==> src/verilog/pmc_pkg.sv <==
// Shared constants for the panel meter count, latch and display block
// Behaviour
// - Four decades, mod-4, mod-2: 80,000 count cycle
// - Counters step on falling clock edge, ripple carry
// - Mod-2 toggles on rising previous stage output
// - Reset clears counters, sets integrate flop
// - Internal reset ends one falling edge later
// - Transfer low copies counters into latches
// - Copy stops rising edge after next fall
// - Integrate high until 18,000th clock pulse
// - Scan counter steps on second decade carry
// - Active-low strobe marks displayed decade latch
// - Overrange bit zero blanks outputs, flips sign
// - In range, sign one: nines complement
// - In range, sign zero: true BCD outputs
// - Transfer before 20,000 shows plus overrange
// - Counts 20,000 to 39,999 read +1.9999 down
// - 40,000 reads -0000; 60,000 minus overrange
package pmc_pkg;
    localparam int         NUM_DECADES     = 4;
    localparam logic [3:0] DEC_MAX         = 4'h9;
    localparam logic [1:0] QUAD_PRE_TOGGLE = 2'h1;
    // Last count before integrate falls: 17,999
    localparam logic [15:0] INT_END_BCD    = 16'h7999;
    localparam logic [1:0]  INT_END_QUAD   = 2'h1;
    localparam logic [3:0]  BCD_BLANK      = 4'hf;

    localparam int         ADDR_W          = 8;
    localparam logic [7:0] ADDR_CTRL       = 8'h00;
    localparam logic [7:0] ADDR_COUNT      = 8'h04;
    localparam logic [7:0] ADDR_LATCH      = 8'h08;
    localparam logic [7:0] ADDR_IRQ_STAT   = 8'h0c;
    localparam logic [7:0] ADDR_IRQ_MASK   = 8'h10;

    localparam int         CTRL_SOFT_RST   = 0;
    localparam int         CTRL_FORCE_XFER = 1;
    localparam logic [1:0] CTRL_RST_VAL    = 2'h0;

    localparam int         IRQ_W           = 3;
    localparam int         IRQ_XFER_DONE   = 0;
    localparam int         IRQ_INT_END     = 1;
    localparam int         IRQ_OVERRANGE   = 2;
    localparam logic [2:0] IRQ_MASK_RST    = 3'h0;

    localparam logic [1:0] RESP_OKAY       = 2'h0;
    localparam logic [1:0] RESP_SLVERR     = 2'h2;
endpackage : pmc_pkg

==> src/verilog/pmc_meter_top.sv <==
// Panel meter top: pin sync, transfer window, latches, AXI4-Lite registers
`timescale 1ns/1ps
module pmc_meter_top (
    input  wire logic                       aclk,
    input  wire logic                       aresetn,
    input  wire logic                       meter_reset_n,
    input  wire logic                       transfer_n,
    input  wire logic [pmc_pkg::ADDR_W-1:0] awaddr,
    input  wire logic [2:0]                 awprot,
    input  wire logic                       awvalid,
    output logic                            awready,
    input  wire logic [31:0]                wdata,
    input  wire logic [3:0]                 wstrb,
    input  wire logic                       wvalid,
    output logic                            wready,
    output logic [1:0]                      bresp,
    output logic                            bvalid,
    input  wire logic                       bready,
    input  wire logic [pmc_pkg::ADDR_W-1:0] araddr,
    input  wire logic [2:0]                 arprot,
    input  wire logic                       arvalid,
    output logic                            arready,
    output logic [31:0]                     rdata,
    output logic [1:0]                      rresp,
    output logic                            rvalid,
    input  wire logic                       rready,
    output logic                            irq,
    output logic                            integrate_out,
    output logic [3:0]                      bcd_out,
    output logic                            digit_sel_least,
    output logic                            digit_sel_third,
    output logic                            digit_sel_second,
    output logic                            digit_sel_most,
    output logic                            ten_thousands_out,
    output logic                            polarity_out
);
    logic [1:0]  rst_sync;
    logic [1:0]  xfer_sync;
    logic        rst_in_n;
    logic        xfer_low;
    logic        fell_high;
    logic        copy_en;
    logic [15:0] count_bcd;
    logic [1:0]  count_quad;
    logic        count_half;
    logic [1:0]  scan_idx;

    logic [15:0] latch_bcd;
    logic [1:0]  latch_quad;
    logic        latch_half;

    logic        int_prev;
    logic [1:0]  ctrl;

    logic [pmc_pkg::IRQ_W-1:0] irq_stat;
    logic [pmc_pkg::IRQ_W-1:0] irq_mask;
    logic [pmc_pkg::IRQ_W-1:0] irq_event;
    logic [pmc_pkg::IRQ_W-1:0] irq_clr;
    logic [pmc_pkg::IRQ_W-1:0] next_irq_stat;

    logic                      aw_got;
    logic                      w_got;
    logic [pmc_pkg::ADDR_W-1:0] aw_addr_q;
    logic [31:0]               w_data_q;
    logic [3:0]                w_strb_q;
    logic                      next_aw_got;
    logic                      next_w_got;
    logic                      next_bvalid;
    logic                      do_write;

    // Two-flop synchronisers for the external reset and transfer pins
    always_ff @(posedge aclk) begin
        if (!aresetn) begin
            rst_sync  <= 2'h0;
            xfer_sync <= 2'h3;
        end else begin
            rst_sync  <= {rst_sync[0], meter_reset_n};
            xfer_sync <= {xfer_sync[0], transfer_n};
        end
    end

    // Software reset is already on this clock
    assign rst_in_n = rst_sync[1] & ~ctrl[pmc_pkg::CTRL_SOFT_RST];
    // Comparator drives the transfer pulse; a software force acts the same
    assign xfer_low = ~xfer_sync[1] | ctrl[pmc_pkg::CTRL_FORCE_XFER];

    pmc_count_chain u_chain (
        .aclk       (aclk),
        .aresetn    (aresetn),
        .rst_in_n   (rst_in_n),
        .count_bcd  (count_bcd),
        .count_quad (count_quad),
        .count_half (count_half),
        .scan_idx   (scan_idx),
        .integrate  (integrate_out)
    );

    // Falling edge seen while transfer is released
    always_ff @(negedge aclk) begin
        if (!aresetn) begin
            fell_high <= 1'b0;
        end else begin
            fell_high <= ~xfer_low;
        end
    end

    // Level held low keeps latches following
    always_ff @(posedge aclk) begin
        if (!aresetn) begin
            copy_en <= 1'b0;
        end else if (xfer_low) begin
            copy_en <= 1'b1;
        end else if (fell_high) begin
            copy_en <= 1'b0;
        end
    end

    // Latches sample on rising edges, half a cycle clear of counter changes
    always_ff @(posedge aclk) begin
        if (!aresetn) begin
            latch_bcd  <= 16'h0000;
            latch_quad <= 2'h0;
            latch_half <= 1'b0;
        end else if (copy_en) begin
            latch_bcd  <= count_bcd;
            latch_quad <= count_quad;
            latch_half <= count_half;
        end
    end

    // Display reads only the latches
    pmc_digit_mux u_mux (
        .aclk              (aclk),
        .aresetn           (aresetn),
        .latch_bcd         (latch_bcd),
        .latch_quad        (latch_quad),
        .latch_half        (latch_half),
        .scan_idx          (scan_idx),
        .bcd_out           (bcd_out),
        .digit_sel_least   (digit_sel_least),
        .digit_sel_third   (digit_sel_third),
        .digit_sel_second  (digit_sel_second),
        .digit_sel_most    (digit_sel_most),
        .ten_thousands_out (ten_thousands_out),
        .polarity_out      (polarity_out)
    );

    // Event detection for the interrupt status register
    always_ff @(posedge aclk) begin
        if (!aresetn) begin
            int_prev <= 1'b1;
        end else begin
            int_prev <= integrate_out;
        end
    end

    always_comb begin
        irq_event = '0;
        irq_event[pmc_pkg::IRQ_XFER_DONE] = copy_en & ~xfer_low & fell_high;
        irq_event[pmc_pkg::IRQ_INT_END]   = int_prev & ~integrate_out;
        irq_event[pmc_pkg::IRQ_OVERRANGE] = copy_en & ~xfer_low & fell_high
                                            & ~count_half;
    end

    // AXI4-Lite write path: address and data taken in either order
    assign do_write = aw_got & w_got & ~bvalid;

    always_comb begin
        next_aw_got = aw_got;
        next_w_got  = w_got;
        next_bvalid = bvalid;
        if (awvalid && awready) begin
            next_aw_got = 1'b1;
        end
        if (wvalid && wready) begin
            next_w_got = 1'b1;
        end
        if (do_write) begin
            next_aw_got = 1'b0;
            next_w_got  = 1'b0;
            next_bvalid = 1'b1;
        end else if (bvalid && bready) begin
            next_bvalid = 1'b0;
        end
    end

    // Ready stays low until the response goes
    always_ff @(posedge aclk) begin
        if (!aresetn) begin
            aw_got  <= 1'b0;
            w_got   <= 1'b0;
            bvalid  <= 1'b0;
            awready <= 1'b0;
            wready  <= 1'b0;
        end else begin
            aw_got  <= next_aw_got;
            w_got   <= next_w_got;
            bvalid  <= next_bvalid;
            awready <= ~next_aw_got & ~next_bvalid;
            wready  <= ~next_w_got & ~next_bvalid;
        end
    end

    // Each payload kept at its own handshake
    always_ff @(posedge aclk) begin
        if (!aresetn) begin
            aw_addr_q <= '0;
            w_data_q  <= 32'h0000_0000;
            w_strb_q  <= 4'h0;
        end else begin
            if (awvalid && awready) begin
                aw_addr_q <= awaddr;
            end
            if (wvalid && wready) begin
                w_data_q <= wdata;
                w_strb_q <= wstrb;
            end
        end
    end

    // Unmapped offsets answer an error only
    always_ff @(posedge aclk) begin
        if (!aresetn) begin
            bresp <= pmc_pkg::RESP_OKAY;
        end else if (do_write) begin
            case (aw_addr_q)
                pmc_pkg::ADDR_CTRL,
                pmc_pkg::ADDR_COUNT,
                pmc_pkg::ADDR_LATCH,
                pmc_pkg::ADDR_IRQ_STAT,
                pmc_pkg::ADDR_IRQ_MASK: bresp <= pmc_pkg::RESP_OKAY;
                default:                bresp <= pmc_pkg::RESP_SLVERR;
            endcase
        end
    end

    // Control and mask live in byte lane 0
    always_ff @(posedge aclk) begin
        if (!aresetn) begin
            ctrl     <= pmc_pkg::CTRL_RST_VAL;
            irq_mask <= pmc_pkg::IRQ_MASK_RST;
        end else if (do_write && w_strb_q[0]) begin
            if (aw_addr_q == pmc_pkg::ADDR_CTRL) begin
                ctrl <= w_data_q[1:0];
            end
            if (aw_addr_q == pmc_pkg::ADDR_IRQ_MASK) begin
                irq_mask <= w_data_q[pmc_pkg::IRQ_W-1:0];
            end
        end
    end

    // Write one to clear; a new event in the same cycle wins
    always_comb begin
        irq_clr = '0;
        if (do_write && w_strb_q[0] && aw_addr_q == pmc_pkg::ADDR_IRQ_STAT) begin
            irq_clr = w_data_q[pmc_pkg::IRQ_W-1:0];
        end
        next_irq_stat = (irq_stat & ~irq_clr) | irq_event;
    end

    // Flopped so a clear never glitches irq
    always_ff @(posedge aclk) begin
        if (!aresetn) begin
            irq_stat <= '0;
            irq      <= 1'b0;
        end else begin
            irq_stat <= next_irq_stat;
            irq      <= |(next_irq_stat & irq_mask);
        end
    end

    // AXI4-Lite read path: one read at a time, answer one cycle after taking
    always_ff @(posedge aclk) begin
        if (!aresetn) begin
            arready <= 1'b0;
            rvalid  <= 1'b0;
            rdata   <= 32'h0000_0000;
            rresp   <= pmc_pkg::RESP_OKAY;
        end else if (arvalid && arready) begin
            arready <= 1'b0;
            rvalid  <= 1'b1;
            rresp   <= pmc_pkg::RESP_OKAY;
            case (araddr)
                pmc_pkg::ADDR_CTRL:     rdata <= {30'h0000_0000, ctrl};
                pmc_pkg::ADDR_COUNT:    rdata <= {12'h000, integrate_out, count_half,
                                                  count_quad, count_bcd};
                pmc_pkg::ADDR_LATCH:    rdata <= {13'h0000, latch_half, latch_quad,
                                                  latch_bcd};
                pmc_pkg::ADDR_IRQ_STAT: rdata <= {29'h0000_0000, irq_stat};
                pmc_pkg::ADDR_IRQ_MASK: rdata <= {29'h0000_0000, irq_mask};
                default: begin
                    rdata <= 32'h0000_0000;
                    rresp <= pmc_pkg::RESP_SLVERR;
                end
            endcase
        end else if (rvalid) begin
            if (rready) begin
                rvalid  <= 1'b0;
                arready <= 1'b1;
            end
        end else begin
            arready <= 1'b1;
        end
    end
endmodule : pmc_meter_top

==> src/verilog/pmc_count_chain.sv <==
// Falling-edge counter chain, scan counter and integrate flop
`timescale 1ns/1ps
module pmc_count_chain (
    input  wire logic        aclk,
    input  wire logic        aresetn,
    input  wire logic        rst_in_n,
    output logic [15:0]      count_bcd,
    output logic [1:0]       count_quad,
    output logic             count_half,
    output logic [1:0]       scan_idx,
    output logic             integrate
);
    logic       int_rst;
    logic       clear;
    logic [4:0] cin;

    // Held one extra falling edge so counting starts after an idle cycle
    always_ff @(negedge aclk) begin
        if (!aresetn) begin
            int_rst <= 1'b1;
        end else begin
            int_rst <= ~rst_in_n;
        end
    end

    assign clear  = int_rst | ~rst_in_n;
    assign cin[0] = 1'b1;

    genvar i;
    for (i = 0; i < pmc_pkg::NUM_DECADES; i++) begin : g_dec
        assign cin[i+1] = cin[i] & (count_bcd[4*i +: 4] == pmc_pkg::DEC_MAX);
        always_ff @(negedge aclk) begin
            if (!aresetn || clear) begin
                count_bcd[4*i +: 4] <= 4'h0;
            end else if (cin[i]) begin
                if (count_bcd[4*i +: 4] == pmc_pkg::DEC_MAX) begin
                    count_bcd[4*i +: 4] <= 4'h0;
                end else begin
                    count_bcd[4*i +: 4] <= count_bcd[4*i +: 4] + 4'h1;
                end
            end
        end
    end

    always_ff @(negedge aclk) begin
        if (!aresetn || clear) begin
            count_quad <= 2'h0;
            count_half <= 1'b0;
        end else if (cin[4]) begin
            count_quad <= count_quad + 2'h1;
            // Quad bit 1 rises only when leaving value 1
            if (count_quad == pmc_pkg::QUAD_PRE_TOGGLE) begin
                count_half <= ~count_half;
            end
        end
    end

    // Scan counter is not cleared by the meter reset; it only paces the display
    always_ff @(negedge aclk) begin
        if (!aresetn) begin
            scan_idx <= 2'h0;
        end else if (cin[2]) begin
            scan_idx <= scan_idx + 2'h1;
        end
    end

    always_ff @(negedge aclk) begin
        if (!aresetn || clear) begin
            integrate <= 1'b1;
        end else if (count_quad == pmc_pkg::INT_END_QUAD
                     && count_bcd == pmc_pkg::INT_END_BCD) begin
            integrate <= 1'b0;
        end
    end
endmodule : pmc_count_chain

==> src/verilog/pmc_digit_mux.sv <==
// Display multiplexer with overrange blanking and sign/complement coding
`timescale 1ns/1ps
module pmc_digit_mux (
    input  wire logic        aclk,
    input  wire logic        aresetn,
    input  wire logic [15:0] latch_bcd,
    input  wire logic [1:0]  latch_quad,
    input  wire logic        latch_half,
    input  wire logic [1:0]  scan_idx,
    output logic [3:0]       bcd_out,
    output logic             digit_sel_least,
    output logic             digit_sel_third,
    output logic             digit_sel_second,
    output logic             digit_sel_most,
    output logic             ten_thousands_out,
    output logic             polarity_out
);
    logic [3:0] digit;
    logic       in_range;
    logic       sign_bit;
    logic       tk_bit;

    assign in_range = latch_half;
    assign sign_bit = latch_quad[1];
    assign tk_bit   = latch_quad[0];

    always_comb begin
        case (scan_idx)
            2'h0:    digit = latch_bcd[3:0];
            2'h1:    digit = latch_bcd[7:4];
            2'h2:    digit = latch_bcd[11:8];
            default: digit = latch_bcd[15:12];
        endcase
    end

    always_ff @(posedge aclk) begin
        if (!aresetn) begin
            digit_sel_least  <= 1'b1;
            digit_sel_third  <= 1'b1;
            digit_sel_second <= 1'b1;
            digit_sel_most   <= 1'b1;
        end else begin
            digit_sel_least  <= ~(scan_idx == 2'h0);
            digit_sel_third  <= ~(scan_idx == 2'h1);
            digit_sel_second <= ~(scan_idx == 2'h2);
            digit_sel_most   <= ~(scan_idx == 2'h3);
        end
    end

    // Strobe and digit share one edge so the decoder never sees a mismatch
    always_ff @(posedge aclk) begin
        if (!aresetn) begin
            bcd_out           <= pmc_pkg::BCD_BLANK;
            ten_thousands_out <= 1'b1;
            polarity_out      <= 1'b1;
        end else if (!in_range) begin
            bcd_out           <= pmc_pkg::BCD_BLANK;
            ten_thousands_out <= 1'b1;
            polarity_out      <= ~sign_bit;
        end else if (sign_bit) begin
            bcd_out           <= pmc_pkg::DEC_MAX - digit;
            ten_thousands_out <= ~tk_bit;
            polarity_out      <= sign_bit;
        end else begin
            bcd_out           <= digit;
            ten_thousands_out <= tk_bit;
            polarity_out      <= sign_bit;
        end
    end
endmodule : pmc_digit_mux

==> config.mk <==
export PLATFORM = sky130hd
export DESIGN_NAME = pmc_meter_top
export DESIGN_NICKNAME = d
export VERILOG_FILES = /design/src/verilog/pmc_pkg.sv /design/src/verilog/pmc_meter_top.sv /design/src/verilog/pmc_count_chain.sv /design/src/verilog/pmc_digit_mux.sv
export SDC_FILE = /design/constraint.sdc
export NUM_CORES = 1
export LEC_CHECK = 0
export BUFFER_PORTS_ARGS = -buffer_cell sky130_fd_sc_hd__buf_2
export CAP_MARGIN = 20
export CELL_PAD_IN_SITES_DETAIL_PLACEMENT = 1
export CELL_PAD_IN_SITES_GLOBAL_PLACEMENT = 2
export CORE_MARGIN = 10
export CORE_UTILIZATION = 35
export DETAILED_ROUTE_END_ITERATION = 16
export PLACE_DENSITY = 0.88
export SKIP_LAST_GASP = 1
export SYNTH_ARGS = -nofsm -noshare
export SYNTH_HDL_FRONTEND = slang
export SYNTH_SLANG_ARGS = --single-unit
==> constraint.sdc <==
create_clock -name aclk -period 5.3 [get_ports aclk]
set_clock_uncertainty 0.05 [all_clocks]
set_input_delay 0.265 -clock aclk [delete_from_list [all_inputs] [get_ports aclk]]
set_output_delay 0.265 -clock aclk [all_outputs]
set_load 0.01 [all_outputs]
==> run metrics, run 1 <==
outcome finished clean; EDFF count, synth 0; cts-stage hold buffer count 0; antenna fix cells 0; Hold Crit Start transfer_n; FF-to-FF setup slack 0.56 ns; Worst setup SP type flip-flop; TritonCTS clock tree yes; CTS Buf Count 9; RSZ-0062 raised after global routing no; Leak ~2.2 nW; cell count after synthesis between 500 and 600; Yosys cell types 63; most frequent cells in the layout dfxtp_1 (109), buf_2 (67), nor2b_1 (56); CP Class flip-flop to flip-flop; Setup crit end kind flip-flop; Clock Root Buffer clkbuf_16; count of state elements after synthesis approximately 110; Starting Density 0.355; Layout Nets 662; worst r2r dst u_mux.bcd_out[3]; Overflow after GRT 0; YS warnings 0; # rows 43; largest area contributor in the netlist dfxtp_1; Slew @ Worst Pin 0.999 ns; Setup Fix Bufs, Post-CTS 0; worst path cell trace inv_1, ha_1, a222oi_1, nand2_1, o21ai_0, ha_1, nand2_1, xor2_1, nand3_1; Max-Cap Viols 0; ranking of synthesized cells by area dfxtp_1 (44%), nor2b_1 (7.1%), mux2i_1 (5.7%); final setup margin about 0.56 ns; HP Class input port to flip-flop; Die Y 138 um; CP Buf/Inv Count 1; share of cells above drive strength 1 0.176; drt pass-1 iters 4; family with the most delay on the worst path compound AO/OA/AOI/OAI gates; gpl congestion approximately 0.81; Detailed Route WL approximately 13000 um; CP max-delay cell a222oi_1; Top FF cell, synth dfxtp_1; die area 19200 um^2; mean post-synth cell area 9.59 um^2; Post-route DRC 0; Reg2Reg Depth 9; Power Density 285 nW/um^2; crit path DAT roughly 4.9 ns; via count 3998; Worst-Skew Late Latency between 0.4 and 0.5 ns; Pwr Total 0.00161 W; crit-path max cell delay 0.41 ns; DR vias/cell 5.19; antenna-violating nets left 0; Critical Path Fanout Max 5; H-tree Lvls 3; Worst Setup SP u_chain.scan_idx[1]; post-synth top area share 0.444; chip width between 100 and 150 um; Setup Slack @ Placement 0.603 ns; Area Overhead vs Synth 15.5%; fin. max-slew vios 0; vias in the first global route 4100; Async S/R FF share, synth 0; Critical Path RT 5.44 ns; Core ar. 13800 um^2; Rel. slew slack 0.332; clock buffer depth 2; Seq/Total Area, Yosys 0.444; Max VDD drop 0.000180 V; dpl hpwl approximately 9500 um; path length in cells of the critical path 9; Fill cells 1613; first-pass GRT wire length 21400 um; final setup fails 0; commonest non-fill, non-tap cell in the layout dfxtp_1; crit path to u_mux.bcd_out[3]; Cell Area, Placed 5300 um^2; Netlist Area Pre-Place approximately 4900 um^2; clk slew on worst S/H paths 0.07 ns; largest net degree at the start of global routing 90; setup tns final 0 ns; I/O pins 120; worst r2r src u_chain.scan_idx[1]; WL/cell 17.0 um; initial antenna violation count 0; Overall Global Routing Usage 0.133; Fin. Hold Viols 0; register area between 2000 and 2500 um^2; Multi-input gate area 2490 um^2; clock sink count 109; Hold Slack approximately 0.06 ns; post-route cell area 5670 um^2; First DRT Iteration DRCs 267; I/O Buffers 67; # resized after CTS 0
[where the power goes]
group	internal [W]	switching, W
Clock	0.000341	0.000343
Sequential	0.000833	0.0000112
Combinational	0.0000343	0.0000519
Total	0.00121	0.000406
[worst min-delay path by stage]
stage | endpoint | depth (start not counted)
after floorplan | xfer_sync[0] | 1
after global placement | xfer_sync[1] | 1
after detailed placement | xfer_sync[1] | 1
after CTS | xfer_sync[0] | 2
after global routing | xfer_sync[0] | 2
final | xfer_sync[0] | 2
[area by class of cell]
cell class | count | area share
multi-input combinational | 362 | 0.440
sequential | 109 | 0.385
timing repair buffer | 71 | 0.0679
clock buffer | 11 | 0.0410
tap | 180 | 0.0397
clock inverter | 29 | 0.0212
inverter | 9 | 0.00596
[cell usage after synthesis (12+ instances only)]
cell and count:
dfxtp_1 109, nor2b_1 56, nand2_1 47, mux2i_1 28, nor2_1 20, a22oi_1 19
a21boi_0 18, a21oi_1 17, clkbuf_1 16, a22o_1 15, buf_4 15, nand3_1 13
o21ai_0 12
[cell families (layout without fill, tap and decap cells)]
| group | after synthesis | count (layout) | synth area share |
|---|---|---|---|
| buffers and inverters | 54 | 120 | 0.0581 |
| AO/OA/AOI/OAI | 106 | 106 | 0.157 |
| adder cells (fa/ha/maj) | 9 | 9 | 0.0229 |
| other | 1 | 14 | 0.000763 |
| XOR/XNOR | 11 | 11 | 0.0196 |
| AND/OR/NAND/NOR | 192 | 192 | 0.236 |
| flip-flops | 109 | 109 | 0.444 |
| multiplexers | 30 | 30 | 0.0616 |
[layer usage]
metal	routed length, um	GRT usage
met3	463	0.0284
met2	6490	0.226
met1	6050	0.166
met4	106	0.0322
met5	0	0
[flip-flops by register name (all words and copies together) (netlist names), 2 cells and up]
name,count
u_chain.scan_idx,2
rst_sync,2
latch_quad,2
ctrl,2
xfer_sync,2
u_chain.count_bcd,16
rdata,20
aw_addr_q,8
irq_stat,3
irq_mask,3
u_chain.count_quad,2
w_data_q,3
u_mux.bcd_out,4
latch_bcd,16
[per-stage QoR]
step,util,cells
2_1_floorplan,-,525
3_3_place_gp,0.382,730
3_5_place_dp,0.383,731
4_1_cts,0.408,770
5_1_grt,0.410,771
6_report,0.410,771
(Power assumes the default switching activity.)
==> inputs of run 2 (changes only) <==
--- a/config.mk
+++ b/config.mk
@@ -10,9 +10,9 @@
 export CELL_PAD_IN_SITES_DETAIL_PLACEMENT = 1
 export CELL_PAD_IN_SITES_GLOBAL_PLACEMENT = 2
 export CORE_MARGIN = 10
-export CORE_UTILIZATION = 35
+export CORE_UTILIZATION = 32
 export DETAILED_ROUTE_END_ITERATION = 16
-export PLACE_DENSITY = 0.88
+export PLACE_DENSITY = 0.82
 export SKIP_LAST_GASP = 1
 export SYNTH_ARGS = -nofsm -noshare
 export SYNTH_HDL_FRONTEND = slang
==> constraint.sdc (replaced) <==
create_clock -name aclk -period 4.78 [get_ports aclk]
set_clock_uncertainty 0.05 [all_clocks]
set_input_delay 0.239 -clock aclk [delete_from_list [all_inputs] [get_ports aclk]]
set_output_delay 0.239 -clock aclk [all_outputs]
set_load 0.01 [all_outputs]
==> run 2 against run 1 <==
Net effect:
- sequential power up 11%
- setup slack got worse by 0.25 ns
- sequential cell count unchanged
- first-iteration DRC count decreased by 26%
- total power increased by 17%
- global-route usage decreased by 0.68 points
- clock power up 25%
- via count down 1.2%
- worst hold slack got worse by 0.014 ns
- critical path type unchanged
==> run metrics, run 2 (same netlist as run 1, synthesis figures left out) <==
clock sink count 109 (unchanged); Fill cells 1754 (was 1613); Multi-input gate area 2490 um^2 (unchanged); Biggest register rdata (unchanged); WL/cell 16.7 um (was 17.0 um); Die Y 144 um (was 138 um); commonest non-fill, non-tap cell in the layout dfxtp_1 (unchanged); antenna-violating nets left 0 (unchanged); Overall Global Routing Usage 0.126 (was 0.133); gpl congestion 0.781 (was 0.811); Leak 2.19 nW (was 2.16 nW); DR vias/cell 5.06 (was 5.19); RSZ-0062 raised after global routing no (unchanged); Reg2Reg Depth 9 (unchanged); CTS Buf Count 9 (unchanged); drt pass-1 iters 4 (unchanged); Rel. slew slack 0.242 (was 0.332); chip width 144 um (was 138 um); die area 20700 um^2 (was 19200 um^2); Critical Path Fanout Max 5 (unchanged); dpl hpwl 9440 um (was 9520 um); H-tree Lvls 3 (unchanged); Max-Cap Viols 0 (unchanged); final setup fails 0 (unchanged); Worst Setup SP u_chain.scan_idx[1] (unchanged); clock buffer depth 2 (unchanged); worst r2r src u_chain.scan_idx[1] (unchanged); Worst-Skew Late Latency 0.41 ns (about the same); fin cells 781 (was 771); fin. max-slew vios 0 (unchanged); largest net degree at the start of global routing 90 (unchanged); Core ar. 15100 um^2 (was 13800 um^2); Layout Nets 662 (unchanged); via count 3949 (was 3998); post-route cell area 5710 um^2 (was 5670 um^2); First DRT Iteration DRCs 197 (was 267); wire length on met1 6050 um (about the same); worst r2r dst u_mux.bcd_out[3] (unchanged); biggest regs rdata (20), latch_bcd (16), u_chain.count_bcd (16) (unchanged); vias in the first global route 3934 (was 4100); initial antenna violation count 2 (was 0); Power Density 330 nW/um^2 (was 285 nW/um^2); Slew @ Worst Pin 1.13 ns (was 0.999 ns); Fin. Hold Viols 0 (unchanged); Worst setup SP type flip-flop (unchanged); crit path DAT 4.62 ns (was 4.88 ns); DR WL met2 5950 um (was 6490 um); I/O pins 120 (unchanged); Cell Area, Placed 5310 um^2 (was 5300 um^2); Hold Crit Start transfer_n (unchanged); FF-to-FF setup slack 0.31 ns (was 0.56 ns); first-pass GRT wire length 20800 um (was 21400 um); clk slew on worst S/H paths 0.07 ns (about the same); Clock Root Buffer clkbuf_16 (unchanged); # rows 45 (was 43); Post-route DRC 0 (unchanged); TritonCTS clock tree yes (unchanged); crit path to u_mux.bcd_out[3] (unchanged); Starting Density 0.324 (was 0.355); Detailed Route WL 13100 um (about the same); Setup Fix Bufs, Post-CTS 0 (unchanged); met3 wire length 835 um (was 463 um); share of cells above drive strength 1 0.178 (was 0.176); highest routed layer met4 (unchanged); dpl cells 740 (was 731); setup tns final 0 ns (unchanged); Area Overhead vs Synth 16.3% (was 15.5%); Max VDD drop 0.000169 V (was 0.000180 V); CP Class flip-flop to flip-flop (unchanged); Critical Path RT 4.92 ns (was 5.44 ns); register area 2180 um^2 (unchanged); Overflow after GRT 0 (unchanged); max reg flops 20 (unchanged); HP Class input port to flip-flop (unchanged); outcome finished clean (unchanged); I/O Buffers 67 (unchanged); Setup crit end kind flip-flop (unchanged); # resized after CTS 0 (unchanged); most frequent cells in the layout dfxtp_1 (109), buf_2 (67), nor2b_1 (56) (unchanged); cts-stage hold buffer count 0 (unchanged)
[run 2: worst min path at each step]
stage | end | slack [ns] | cells after the start
after floorplan | xfer_sync[0] | 0.29 | 1
after global placement | xfer_sync[1] | 0.35 | 1
after detailed placement | xfer_sync[1] | 0.36 | 1
after CTS | xfer_sync[0] | 0.04 | 2
after global routing | xfer_sync[0] | 0.06 | 2
final | xfer_sync[0] | 0.05 | 2
[run 2: metal layers]
metal  track usage  vias to the layer above
met3        0.0281                       15
met5             0                        -
met4        0.0484                        0
met1         0.164                     1926
li1              -                     1929
met2         0.198                       79
[run 2: layout make-up]
| class | count | share of cell area |
|---|---|---|
| Sequential cell | 109 | 0.382 |
| Antenna cell | 2 | 0.000876 |
| Tap cell | 188 | 0.0412 |
| Timing Repair Buffer | 71 | 0.0640 |
| Inverter | 9 | 0.00591 |
| Clock inverter | 29 | 0.0269 |
| Multi-Input combinational cell | 362 | 0.437 |
| Clock buffer | 11 | 0.0425 |
[run 2: power breakdown]
group | total [W] | internal [W] | switching, W | leakage (nW)
logic | 0.0000962 | 0.0000369 | 0.0000593 | 1.02
registers | 0.000934 | 0.000923 | 0.0000112 | 0.883
clock network | 0.000857 | 0.000472 | 0.000385 | 0.287
[run 2: through the flow]
stage	util	setup WS, ns	total power (W)	hold WS (ns)
floorplan	-	0.628	0.00106	0.290
CTS	0.377	0.304	0.00191	0.0354
global placement	0.351	0.425	0.00108	0.352
finish	0.377	0.309	0.00189	0.0457
detailed placement	0.351	0.353	0.00108	0.363
global route	0.377	0.0619	0.00198	0.0574
[run 2: critical path, stage by stage, from the launching register on]
cell and delay, ns:
dfxtp_1 0.39, inv_1 0.08, ha_1 0.25, a222oi_1 0.36, nand2_1 0.09, o21ai_0 0.16, ha_1 0.21, nand2_1 0.06
xor2_1 0.14, nand3_1 0.08
